$ cat src/verilog/interlock_pkg.sv
// shared constants for the converter alarm and forced-stop interlock
package interlock_pkg;
   // ------------------------------------------------------------
   // clock and timing
   // ------------------------------------------------------------
   localparam int unsigned CLK_HZ          = 10_000_000;
   localparam int unsigned DB_DELAY_MS     = 50;
   localparam int unsigned DB_DELAY_CYCLES = (DB_DELAY_MS * (CLK_HZ / 1000));

   // ------------------------------------------------------------
   // converter setting switch
   // ------------------------------------------------------------
   localparam int unsigned SW_W            = 4;
   localparam logic [3:0]  SW_CONTACTOR_OFF = 4'h1;
   localparam logic        MODE_RESET      = 1'b1;

   // ------------------------------------------------------------
   // controller register map
   // ------------------------------------------------------------
   localparam logic [11:0] CTRL_OFFSET   = 12'h000;
   localparam logic [11:0] CMD_OFFSET    = 12'h004;
   localparam logic [11:0] STATUS_OFFSET = 12'h008;

   localparam int unsigned CTRL_SERVO_ON_BIT   = 0;
   localparam int unsigned CTRL_MAIN_REQ_BIT   = 1;
   localparam int unsigned CTRL_SW_STOP_BIT    = 2;
   localparam logic [2:0]  CTRL_RESET          = 3'h0;

   localparam int unsigned CMD_ERR_RESET_BIT   = 0;
   localparam int unsigned CMD_CPU_RESET_BIT   = 1;

   localparam int unsigned ST_CONV_ALARM_BIT   = 0;
   localparam int unsigned ST_DRIVE_ALARM_BIT  = 1;
   localparam int unsigned ST_WARNING_BIT      = 2;
   localparam int unsigned ST_BRAKE_REL_BIT    = 3;
   localparam int unsigned ST_STAGE_BIT        = 4;
   localparam int unsigned ST_EXT_MAIN_BIT     = 5;
   localparam int unsigned ST_FSTOP_BIT        = 6;
   localparam int unsigned ST_MODE_BIT         = 7;
   localparam int unsigned ST_OTHER_ALARM_BIT  = 8;
   localparam int unsigned ST_BLOCK_BIT        = 9;

   // ------------------------------------------------------------
   // drive servo sequence
   // ------------------------------------------------------------
   typedef enum logic [2:0] {
      SERVO_OFF    = 3'b001,
      SERVO_CHARGE = 3'b010,
      SERVO_RUN    = 3'b100
   } servo_state_t;
endpackage

$ cat src/verilog/interlock_if.sv
// link between the motion controller and the converter/drive pair
`timescale 1ns/1ps
`default_nettype none
interface interlock_if;
   logic servo_on_cmd;
   logic error_reset_cmd;
   logic cpu_reset_cmd;
   logic forced_stop_input;
   logic ext_main_power_on;
   logic conv_alarm;
   logic drive_alarm;
   logic main_circuit_off_warning;
   logic brake_release_output;
   logic power_stage_ready;
   logic contactor_mode;

   modport device (
      input  servo_on_cmd, error_reset_cmd, cpu_reset_cmd, forced_stop_input,
             ext_main_power_on,
      output conv_alarm, drive_alarm, main_circuit_off_warning,
             brake_release_output, power_stage_ready, contactor_mode
   );
   modport controller (
      output servo_on_cmd, error_reset_cmd, cpu_reset_cmd, forced_stop_input,
             ext_main_power_on,
      input  conv_alarm, drive_alarm, main_circuit_off_warning,
             brake_release_output, power_stage_ready, contactor_mode
   );
endinterface
`default_nettype wire

$ cat src/verilog/hold_off_timer.sv
// hold-off timer: done goes high a fixed number of cycles after restart
`timescale 1ns/1ps
`default_nettype none
module hold_off_timer #(
   parameter int unsigned CYCLES = 500_000
) (
   input  wire logic core_clk,
   input  wire logic rst,
   input  wire logic restart,
   output logic      done
);
   logic [31:0] count;

   // starts expired so power-up is not delayed for nothing
   always_ff @(posedge core_clk) begin
      if (rst) begin
         count <= 32'h0;
      end else if (restart) begin
         count <= CYCLES[31:0];
      end else if (count != 32'h0) begin
         count <= count - 32'h1;
      end
   end

   assign done = (count == 32'h0) && !restart;
endmodule
`default_nettype wire

$ cat src/verilog/motion_sequencer.sv
// controller end: external sequence, forced stop and reset commands over apb
`timescale 1ns/1ps
`default_nettype none
module motion_sequencer #(
   parameter int unsigned DB_CYCLES = interlock_pkg::DB_DELAY_CYCLES
) (
   input  wire logic        core_clk,
   input  wire logic        rst,
   interlock_if.controller  link,
   input  wire logic        psel,
   input  wire logic        penable,
   input  wire logic        pwrite,
   input  wire logic [11:0] paddr,
   input  wire logic [31:0] pwdata,
   output logic [31:0]      prdata,
   output logic             pready,
   output logic             pslverr,
   input  wire logic        other_axis_alarm,
   output logic             axis_forced_stop_input,
   output logic             ext_brake_engage
);
   // ------------------------------------------------------------
   // registers
   // ------------------------------------------------------------
   logic [2:0]  ctrl;
   logic        setup;
   logic        access_wr;
   logic        mapped;
   logic        any_alarm;
   logic        resume_block;
   logic        auto_err_reset;
   logic        delay_done;
   logic [31:0] status;

   assign setup     = psel && !penable;
   assign access_wr = psel && penable && pwrite;
   assign mapped    = (paddr == interlock_pkg::CTRL_OFFSET)
                      || (paddr == interlock_pkg::CMD_OFFSET)
                      || (paddr == interlock_pkg::STATUS_OFFSET);
   assign pready    = 1'b1;
   assign pslverr   = psel && penable && !mapped;
   assign any_alarm = link.conv_alarm || link.drive_alarm || other_axis_alarm;

   always_comb begin
      status = 32'h0;
      status[interlock_pkg::ST_CONV_ALARM_BIT]  = link.conv_alarm;
      status[interlock_pkg::ST_DRIVE_ALARM_BIT] = link.drive_alarm;
      status[interlock_pkg::ST_WARNING_BIT]     = link.main_circuit_off_warning;
      status[interlock_pkg::ST_BRAKE_REL_BIT]   = link.brake_release_output;
      status[interlock_pkg::ST_STAGE_BIT]       = link.power_stage_ready;
      status[interlock_pkg::ST_EXT_MAIN_BIT]    = link.ext_main_power_on;
      status[interlock_pkg::ST_FSTOP_BIT]       = link.forced_stop_input;
      status[interlock_pkg::ST_MODE_BIT]        = link.contactor_mode;
      status[interlock_pkg::ST_OTHER_ALARM_BIT] = other_axis_alarm;
      status[interlock_pkg::ST_BLOCK_BIT]       = resume_block;
   end

   always_ff @(posedge core_clk) begin
      if (rst) begin
         ctrl <= interlock_pkg::CTRL_RESET;
      end else if (access_wr && (paddr == interlock_pkg::CTRL_OFFSET)) begin
         ctrl <= pwdata[2:0];
      end
   end

   // read data is captured in setup so the access phase answers at once
   always_ff @(posedge core_clk) begin
      if (rst) begin
         prdata <= 32'h0;
      end else if (setup && !pwrite) begin
         if (paddr == interlock_pkg::CTRL_OFFSET) begin
            prdata <= {29'h0, ctrl};
         end else if (paddr == interlock_pkg::STATUS_OFFSET) begin
            prdata <= status;
         end else begin
            prdata <= 32'h0;
         end
      end
   end

   // ------------------------------------------------------------
   // reset commands and resume block
   // ------------------------------------------------------------
   assign auto_err_reset = resume_block && !any_alarm && !link.error_reset_cmd;

   always_ff @(posedge core_clk) begin
      if (rst) begin
         link.error_reset_cmd <= 1'b0;
         link.cpu_reset_cmd   <= 1'b0;
      end else begin
         link.error_reset_cmd <= auto_err_reset
            || (access_wr && (paddr == interlock_pkg::CMD_OFFSET)
                && pwdata[interlock_pkg::CMD_ERR_RESET_BIT]);
         link.cpu_reset_cmd   <= access_wr && (paddr == interlock_pkg::CMD_OFFSET)
                                 && pwdata[interlock_pkg::CMD_CPU_RESET_BIT];
      end
   end

   // an alarm in contactor-off mode holds servo-on off until a reset is sent;
   // servo-on still passes while the converter alarm stands, as only its rise clears it
   always_ff @(posedge core_clk) begin
      if (rst) begin
         resume_block <= 1'b0;
      end else if (any_alarm && !link.contactor_mode) begin
         resume_block <= 1'b1;
      end else if (link.error_reset_cmd) begin
         resume_block <= 1'b0;
      end
   end

   // ------------------------------------------------------------
   // forced stop, external main power and brake
   // ------------------------------------------------------------
   // two registers loaded from the same logic drive this axis and the other axes, so they all see the stop together
   always_ff @(posedge core_clk) begin
      if (rst) begin
         link.forced_stop_input <= 1'b0;
         axis_forced_stop_input <= 1'b0;
         link.servo_on_cmd      <= 1'b0;
      end else begin
         link.forced_stop_input <= !any_alarm && !ctrl[interlock_pkg::CTRL_SW_STOP_BIT];
         axis_forced_stop_input <= !any_alarm && !ctrl[interlock_pkg::CTRL_SW_STOP_BIT];
         link.servo_on_cmd      <= ctrl[interlock_pkg::CTRL_SERVO_ON_BIT]
                                   && !(resume_block && !link.conv_alarm);
      end
   end

   // reloads while main power is on and runs out DB_CYCLES after it drops,
   // so a re-close waits for the brake contactor and relay delays
   hold_off_timer #(
      .CYCLES (DB_CYCLES)
   ) hold_off_timer_inst (
      .core_clk (core_clk),
      .rst      (rst),
      .restart  (link.ext_main_power_on),
      .done     (delay_done)
   );

   always_ff @(posedge core_clk) begin
      if (rst) begin
         link.ext_main_power_on <= 1'b0;
      end else begin
         link.ext_main_power_on <= ctrl[interlock_pkg::CTRL_MAIN_REQ_BIT]
                                   && !other_axis_alarm
                                   && !link.conv_alarm
                                   && !link.drive_alarm
                                   && (link.ext_main_power_on || delay_done);
      end
   end

   assign ext_brake_engage = !link.brake_release_output;
endmodule
`default_nettype wire

$ cat src/flat_wrapper.sv
// flat-port wrapper written by rule: the top's interface ports become plain ports
module motion_sequencer_flat 
#(
   parameter int unsigned DB_CYCLES = interlock_pkg::DB_DELAY_CYCLES
)
  (core_clk, rst, psel, penable, pwrite, paddr, pwdata, prdata, pready, pslverr, other_axis_alarm, axis_forced_stop_input, ext_brake_engage, link_servo_on_cmd, link_error_reset_cmd, link_cpu_reset_cmd, link_forced_stop_input, link_ext_main_power_on, link_conv_alarm, link_drive_alarm, link_main_circuit_off_warning, link_brake_release_output, link_power_stage_ready, link_contactor_mode);
  interlock_if link_i ();
  input  wire logic core_clk;
  input  wire logic rst;
  input  wire logic psel;
  input  wire logic penable;
  input  wire logic pwrite;
  input  wire logic [11:0] paddr;
  input  wire logic [31:0] pwdata;
  output logic [31:0] prdata;
  output logic pready;
  output logic pslverr;
  input  wire logic other_axis_alarm;
  output logic axis_forced_stop_input;
  output logic ext_brake_engage;
  output wire logic [$bits(link_i.servo_on_cmd)-1:0] link_servo_on_cmd;
  output wire logic [$bits(link_i.error_reset_cmd)-1:0] link_error_reset_cmd;
  output wire logic [$bits(link_i.cpu_reset_cmd)-1:0] link_cpu_reset_cmd;
  output wire logic [$bits(link_i.forced_stop_input)-1:0] link_forced_stop_input;
  output wire logic [$bits(link_i.ext_main_power_on)-1:0] link_ext_main_power_on;
  input wire logic [$bits(link_i.conv_alarm)-1:0] link_conv_alarm;
  input wire logic [$bits(link_i.drive_alarm)-1:0] link_drive_alarm;
  input wire logic [$bits(link_i.main_circuit_off_warning)-1:0] link_main_circuit_off_warning;
  input wire logic [$bits(link_i.brake_release_output)-1:0] link_brake_release_output;
  input wire logic [$bits(link_i.power_stage_ready)-1:0] link_power_stage_ready;
  input wire logic [$bits(link_i.contactor_mode)-1:0] link_contactor_mode;
  assign link_servo_on_cmd = link_i.servo_on_cmd;
  assign link_error_reset_cmd = link_i.error_reset_cmd;
  assign link_cpu_reset_cmd = link_i.cpu_reset_cmd;
  assign link_forced_stop_input = link_i.forced_stop_input;
  assign link_ext_main_power_on = link_i.ext_main_power_on;
  assign link_i.conv_alarm = link_conv_alarm;
  assign link_i.drive_alarm = link_drive_alarm;
  assign link_i.main_circuit_off_warning = link_main_circuit_off_warning;
  assign link_i.brake_release_output = link_brake_release_output;
  assign link_i.power_stage_ready = link_power_stage_ready;
  assign link_i.contactor_mode = link_contactor_mode;
  motion_sequencer #(.DB_CYCLES(DB_CYCLES)) u_core (.core_clk(core_clk), .rst(rst), .link(link_i), .psel(psel), .penable(penable), .pwrite(pwrite), .paddr(paddr), .pwdata(pwdata), .prdata(prdata), .pready(pready), .pslverr(pslverr), .other_axis_alarm(other_axis_alarm), .axis_forced_stop_input(axis_forced_stop_input), .ext_brake_engage(ext_brake_engage));
endmodule
$ cat config.mk
export PLATFORM = sky130hd
export DESIGN_NAME = motion_sequencer_flat
export DESIGN_NICKNAME = d
export VERILOG_FILES = /design/src/verilog/interlock_pkg.sv /design/src/verilog/interlock_if.sv /design/src/verilog/hold_off_timer.sv /design/src/verilog/motion_sequencer.sv /design/src/flat_wrapper.sv
export SDC_FILE = /design/constraint.sdc
export NUM_CORES = 1
export LEC_CHECK = 0
export ABC_AREA = 1
export ABC_CLOCK_PERIOD_IN_PS = 1760
export BUFFER_PORTS_ARGS = -buffer_cell sky130_fd_sc_hd__buf_2
export CORE_ASPECT_RATIO = 0.5
export CORE_MARGIN = 2
export CORE_UTILIZATION = 51
export CTS_CLUSTER_DIAMETER = 50
export DETAILED_ROUTE_END_ITERATION = 8
export GPL_ROUTABILITY_DRIVEN = 0
export GPL_TIMING_DRIVEN = 0
export PLACE_DENSITY = 0.8
export SLEW_MARGIN = 20
export SYNTH_ARGS = -nofsm -noshare
export SYNTH_HDL_FRONTEND = slang
export SYNTH_SLANG_ARGS = --single-unit
$ cat constraint.sdc
create_clock -name core_clk -period 1.76 [get_ports core_clk]
set_input_delay 0.264 -clock core_clk [delete_from_list [all_inputs] [get_ports core_clk]]
set_output_delay 0.264 -clock core_clk [all_outputs]
set_load 0.01 [all_outputs]
* Yosys cells after proc, flatten, opt, wreduce, memory -nomap -nowiden *
Index checks and enable logic that the tools add are counted.

cells by class
  add/subtract/negate cells = 1
  equal/unequal tests = 2
  mux-type cells = 6
  reductions and logical operators = 45

operators with widths
  cell                     count
  $mux W19                 2
  $logic_not A32 Y1        1
  $mux W32                 1
  $reduce_bool A32 Y1      1
  $sub A32 B1 Y32 const B  1
  $logic_and A1 B1 Y1      20
  $logic_not A1 Y1         13
  $eq A12 B3 Y1 const B    1
  $eq A12 B4 Y1 const B    1
  $logic_not A12 Y1        1
  $mux W10                 1
  $logic_or A1 B1 Y1       6
  $reduce_bool A2 Y1       2
  $mux W1                  2
  $reduce_or A2 Y1         1

storage, ports and cells
  register bits after elaboration = 73
  logic and storage cells = 64

* Logic depth before layout (Yosys ltp) *
  word-level depth = 6
  mapped depth = 11
  depth with buffers taken out = 11

* Cells and area by module *
A second synthesis with hierarchy kept.

unflattened totals
  cells, all modules = 493
  area, all modules = 3204.3 µm²

by module, submodules not included
  module            instances  cells an instance  area an instance (µm²)  sequential area each (µm²)
  hold_off_timer    1          345                2112.0                  640.6
  motion_sequencer  1          148                1092.3                  380.4

* Worst setup path before layout *
OpenSTA, ideal clock, no wires.

  path kind = register to register
  start point = register u_core.hold_off_timer_inst.count[0]
  end point = register u_core.hold_off_timer_inst.count[15]
  setup time = 0.132 ns
  data arrival time = 1.241 ns
  slack = 0.387 ns
  cell stages (with the launch flop) = 11
  buffers on the path = 1
  period minus slack after synthesis = 1.373 ns
  path through = dfxtp_1 -> inv_1 -> ha_1 -> inv_1 -> nor3_1 -> nand2_1 -> nor2_1 -> nand2_2 -> buf_6 -> nand3_2 -> a21oi_1

on the way
  cells in the longest elaborated chain, start to end = 3
  elaborated cells between the ends (all ways) = 5

ends and longest elaborated chain
  what                    RTL line              source
  start, declared         hold_off_timer.sv:12  logic [31:0] count;
  start signal, assigned  hold_off_timer.sv:19  count <= CYCLES[31:0];
  start signal, assigned  hold_off_timer.sv:21  count <= count - 32'h1;
  $sub A32 B1 Y32         hold_off_timer.sv:21
  $mux W19                hold_off_timer.sv:20  end else if (count != 32'h0) begin
  $mux W19                hold_off_timer.sv:18  end else if (restart) begin

Several ways; a longest one is shown, not always the timed one. The select of a mux whose other input is x is not followed.
A chain may end at the register's enable or synchronous reset.

* Final worst setup path *
  start point = register u_core.hold_off_timer_inst.count[1]
  end point = register u_core.hold_off_timer_inst.count[8]

Same word-level chain as after synthesis.

==> results.cfg <==
[die]
die_w_um = 113
row_count = 19
initial_utilization = 0.541
design.die.area_mm2 = 0.00659
boundaryPins = 97
fp.dieH_um = 58.4
core_area_mm2 = 0.00559

[timing]
worstMarginPinSlew_ns = 0.625
fmax_ghz = 0.624
period_needed_ns = 1.60
slew_headroom = 0.582
holdWs_ns = 0.212
clock_skew_ns = 0.00637
report.final.slew_viol_count = 0
final.setup.tns_ns = 0
finalCritPeriodShare = 0.910
setup_viol = 0
fin_ws_ns = 0.158
rsz0062_at_grt = no
hold_viol_final = 0

[clock_tree]
clockBufferDepth = 2
htree_num_levels = 2
cts_tree = yes
root_buffer = clkbuf_16
clkSinkCount = 51
clk_pin_slew_ns = 0.07
cts_buffers = 5
clk_latency_ns = 0.29
cts_setup_buffers = 0

[min_path]
hold_start = pwdata[1]
hold_path.class = primary input to flop

[setup_path]
critPathSlowestCell = dfxtp_1
cp.required_ns = 1.99
path_buf_inv = 1
critical_path.top_delay_family = simple AND/OR/NAND/NOR gates
reg2reg_slack_ns = 0.16
start_kind = flop
path_cells = inv_1, ha_1, nand2_1, nor2_2, or2_2, nand3_2, a21oi_1
r2r_start = u_core.hold_off_timer_inst.count[1]
cp_max_fo = 6
crit_path_max_incr_delay_ns = 0.31
end_kind = flop
crit_start = u_core.hold_off_timer_inst.count[1]
cp_data_arrival_time_ns = 1.83
criticalPathCategory = flop to flop

[global_route]
met3_usage = 0.0608
antenna_found_initial = 0
grt_usage = 0.225
use_met2 = 0.372
busiest_layer = met2
overflow = 0
grt_pass1_wl_um = 11600
grt_pass1_vias = 2534
gr-usage-met1 = 0.287
grt_max_degree = 18

[synthesis]
yosys.cell_types.count = 33
syn-instance-count = 464
yosysWarnings = 0
avgSynthCellArea_um2 = 6.51
seq_area_frac_synth = 0.338
syn_area_mm2 = 0.00302
ys_ff_latch = 51

[status]
status = finished, final reports clean

[cells_and_area]
drive_above_1_share = 0.223
fin_util = 0.639
area_growth_pct = 18.1
fin_area_mm2 = 0.00357
final_common_cell = nand2_1
stdcell_count = 610
mostFrequentLayoutCells = nand2_1, nor2_1, dfxtp_1
diodes = 0
nets = 594

[detailed_routing]
drtAntennaViolNets = 0
vias_per_cell = 4.85
drtIter0Drc = 155
dr.pass1.iters = 5
drt_wl_total_um = 7120
post-route-drc-count = 0
routedWlPerCell_um = 11.7
vias = 2959

[power_and_ir_drop]
p_total_mw = 7.23
p_per_area_mw_per_mm2 = 2020
vdd_ir_drop_max_mv = 0.904
power.leakage_nw = 1.81

[placement]
port_buffers = 44
dpl_cell_area_mm2 = 0.00341
post-place-ws_ns = 0.162
dp_cells = 602
dp_hpwl_um = 5500

[flow_run]
drv_cap = 0
## Yosys cell counts (all sizes together)
master | n | share of area
nand3b | 3 | 0.0075
o211ai | 3 | 0.0075
inv | 53 | 0.066
a21oi | 25 | 0.043
and3 | 1 | 0.0021
o21ai | 8 | 0.013
xor2 | 3 | 0.0087
nor3b | 1 | 0.0041
nand3 | 43 | 0.080
clkbuf | 3 | 0.0037
a211oi | 4 | 0.0099
nand4 | 1 | 0.0021
dfxtp | 51 | 0.34
nor2 | 99 | 0.14
nor3 | 7 | 0.017
conb | 2 | 0.0025
o21a | 1 | 0.0025
o32ai | 1 | 0.0029
nand2 | 116 | 0.15
and2 | 1 | 0.0021
buf | 28 | 0.070
ha | 2 | 0.0083
or2 | 3 | 0.0062
xnor2 | 5 | 0.014
## state kept, by name, indices dropped and copies added, names as in the netlist
signal,count
u_core.prdata,10
u_core.link.ext_main_power_on,1
u_core.link.error_reset_cmd,1
u_core.link.forced_stop_input,1
u_core.link.servo_on_cmd,1
u_core.resume_block,1
u_core.ctrl,3
u_core.hold_off_timer_inst.count,32
u_core.link.cpu_reset_cmd,1
## layout make-up
cell class                      instances  area, µm²
Timing Repair Buffer                   44        220
Multi-Input combinational cell        350       1660
Clock buffer                            5        125
Clock inverter                          3       23.8
Tap cell                               73       91.3
Sequential cell                        51       1020
Inverter                               53        199
Buffer                                 31        228
Fill cell                             507       2020
## power breakdown
group | internal [mW] | leakage (nW) | total, mW | switching (mW)
combinational | 1.57 | 1.33 | 4.45 | 2.88
clock | 0.535 | 0.0717 | 0.988 | 0.453
sequential | 1.47 | 0.415 | 1.79 | 0.318
total | 3.57 | 1.81 | 7.23 | 3.65
## routing by layer
metal | vias up | share of wire
met4 | 0 | 0.019
met1 | 1268 | 0.45
met5 | - | 0
li1 | 1553 | -
met2 | 128 | 0.43
met3 | 10 | 0.095
## final timing paths
path	depth (start not counted)	to
min reg2reg	2	u_core.prdata[8]
min	3	u_core.link.cpu_reset_cmd
max reg2reg	7	u_core.hold_off_timer_inst.count[8]
max	7	u_core.hold_off_timer_inst.count[8]
## worst reg2reg max path, stage by stage, from the launching register on
cell and delay [ns]:
dfxtp_1 0.31, inv_1 0.11, ha_1 0.28, nand2_1 0.15, nor2_2 0.31, or2_2 0.19, nand3_2 0.07, a21oi_1 0.11
## repair_timing
item	4_1_cts	5_1_grt
resized for setup	0	3
hold endpoints to repair	0	0
hold buffers	0	0
endpoints found under the setup margin	0	17
## cells by family after synthesis
family          Yosys count  synth area share
flops                    51             0.338
xor+xnor                  8            0.0232
buf+inv                  84             0.140
other cells               2           0.00249
fa+ha+maj                 2           0.00828
simple gates            275             0.410
compound gates           42            0.0787
(Power assumes the default switching activity.)
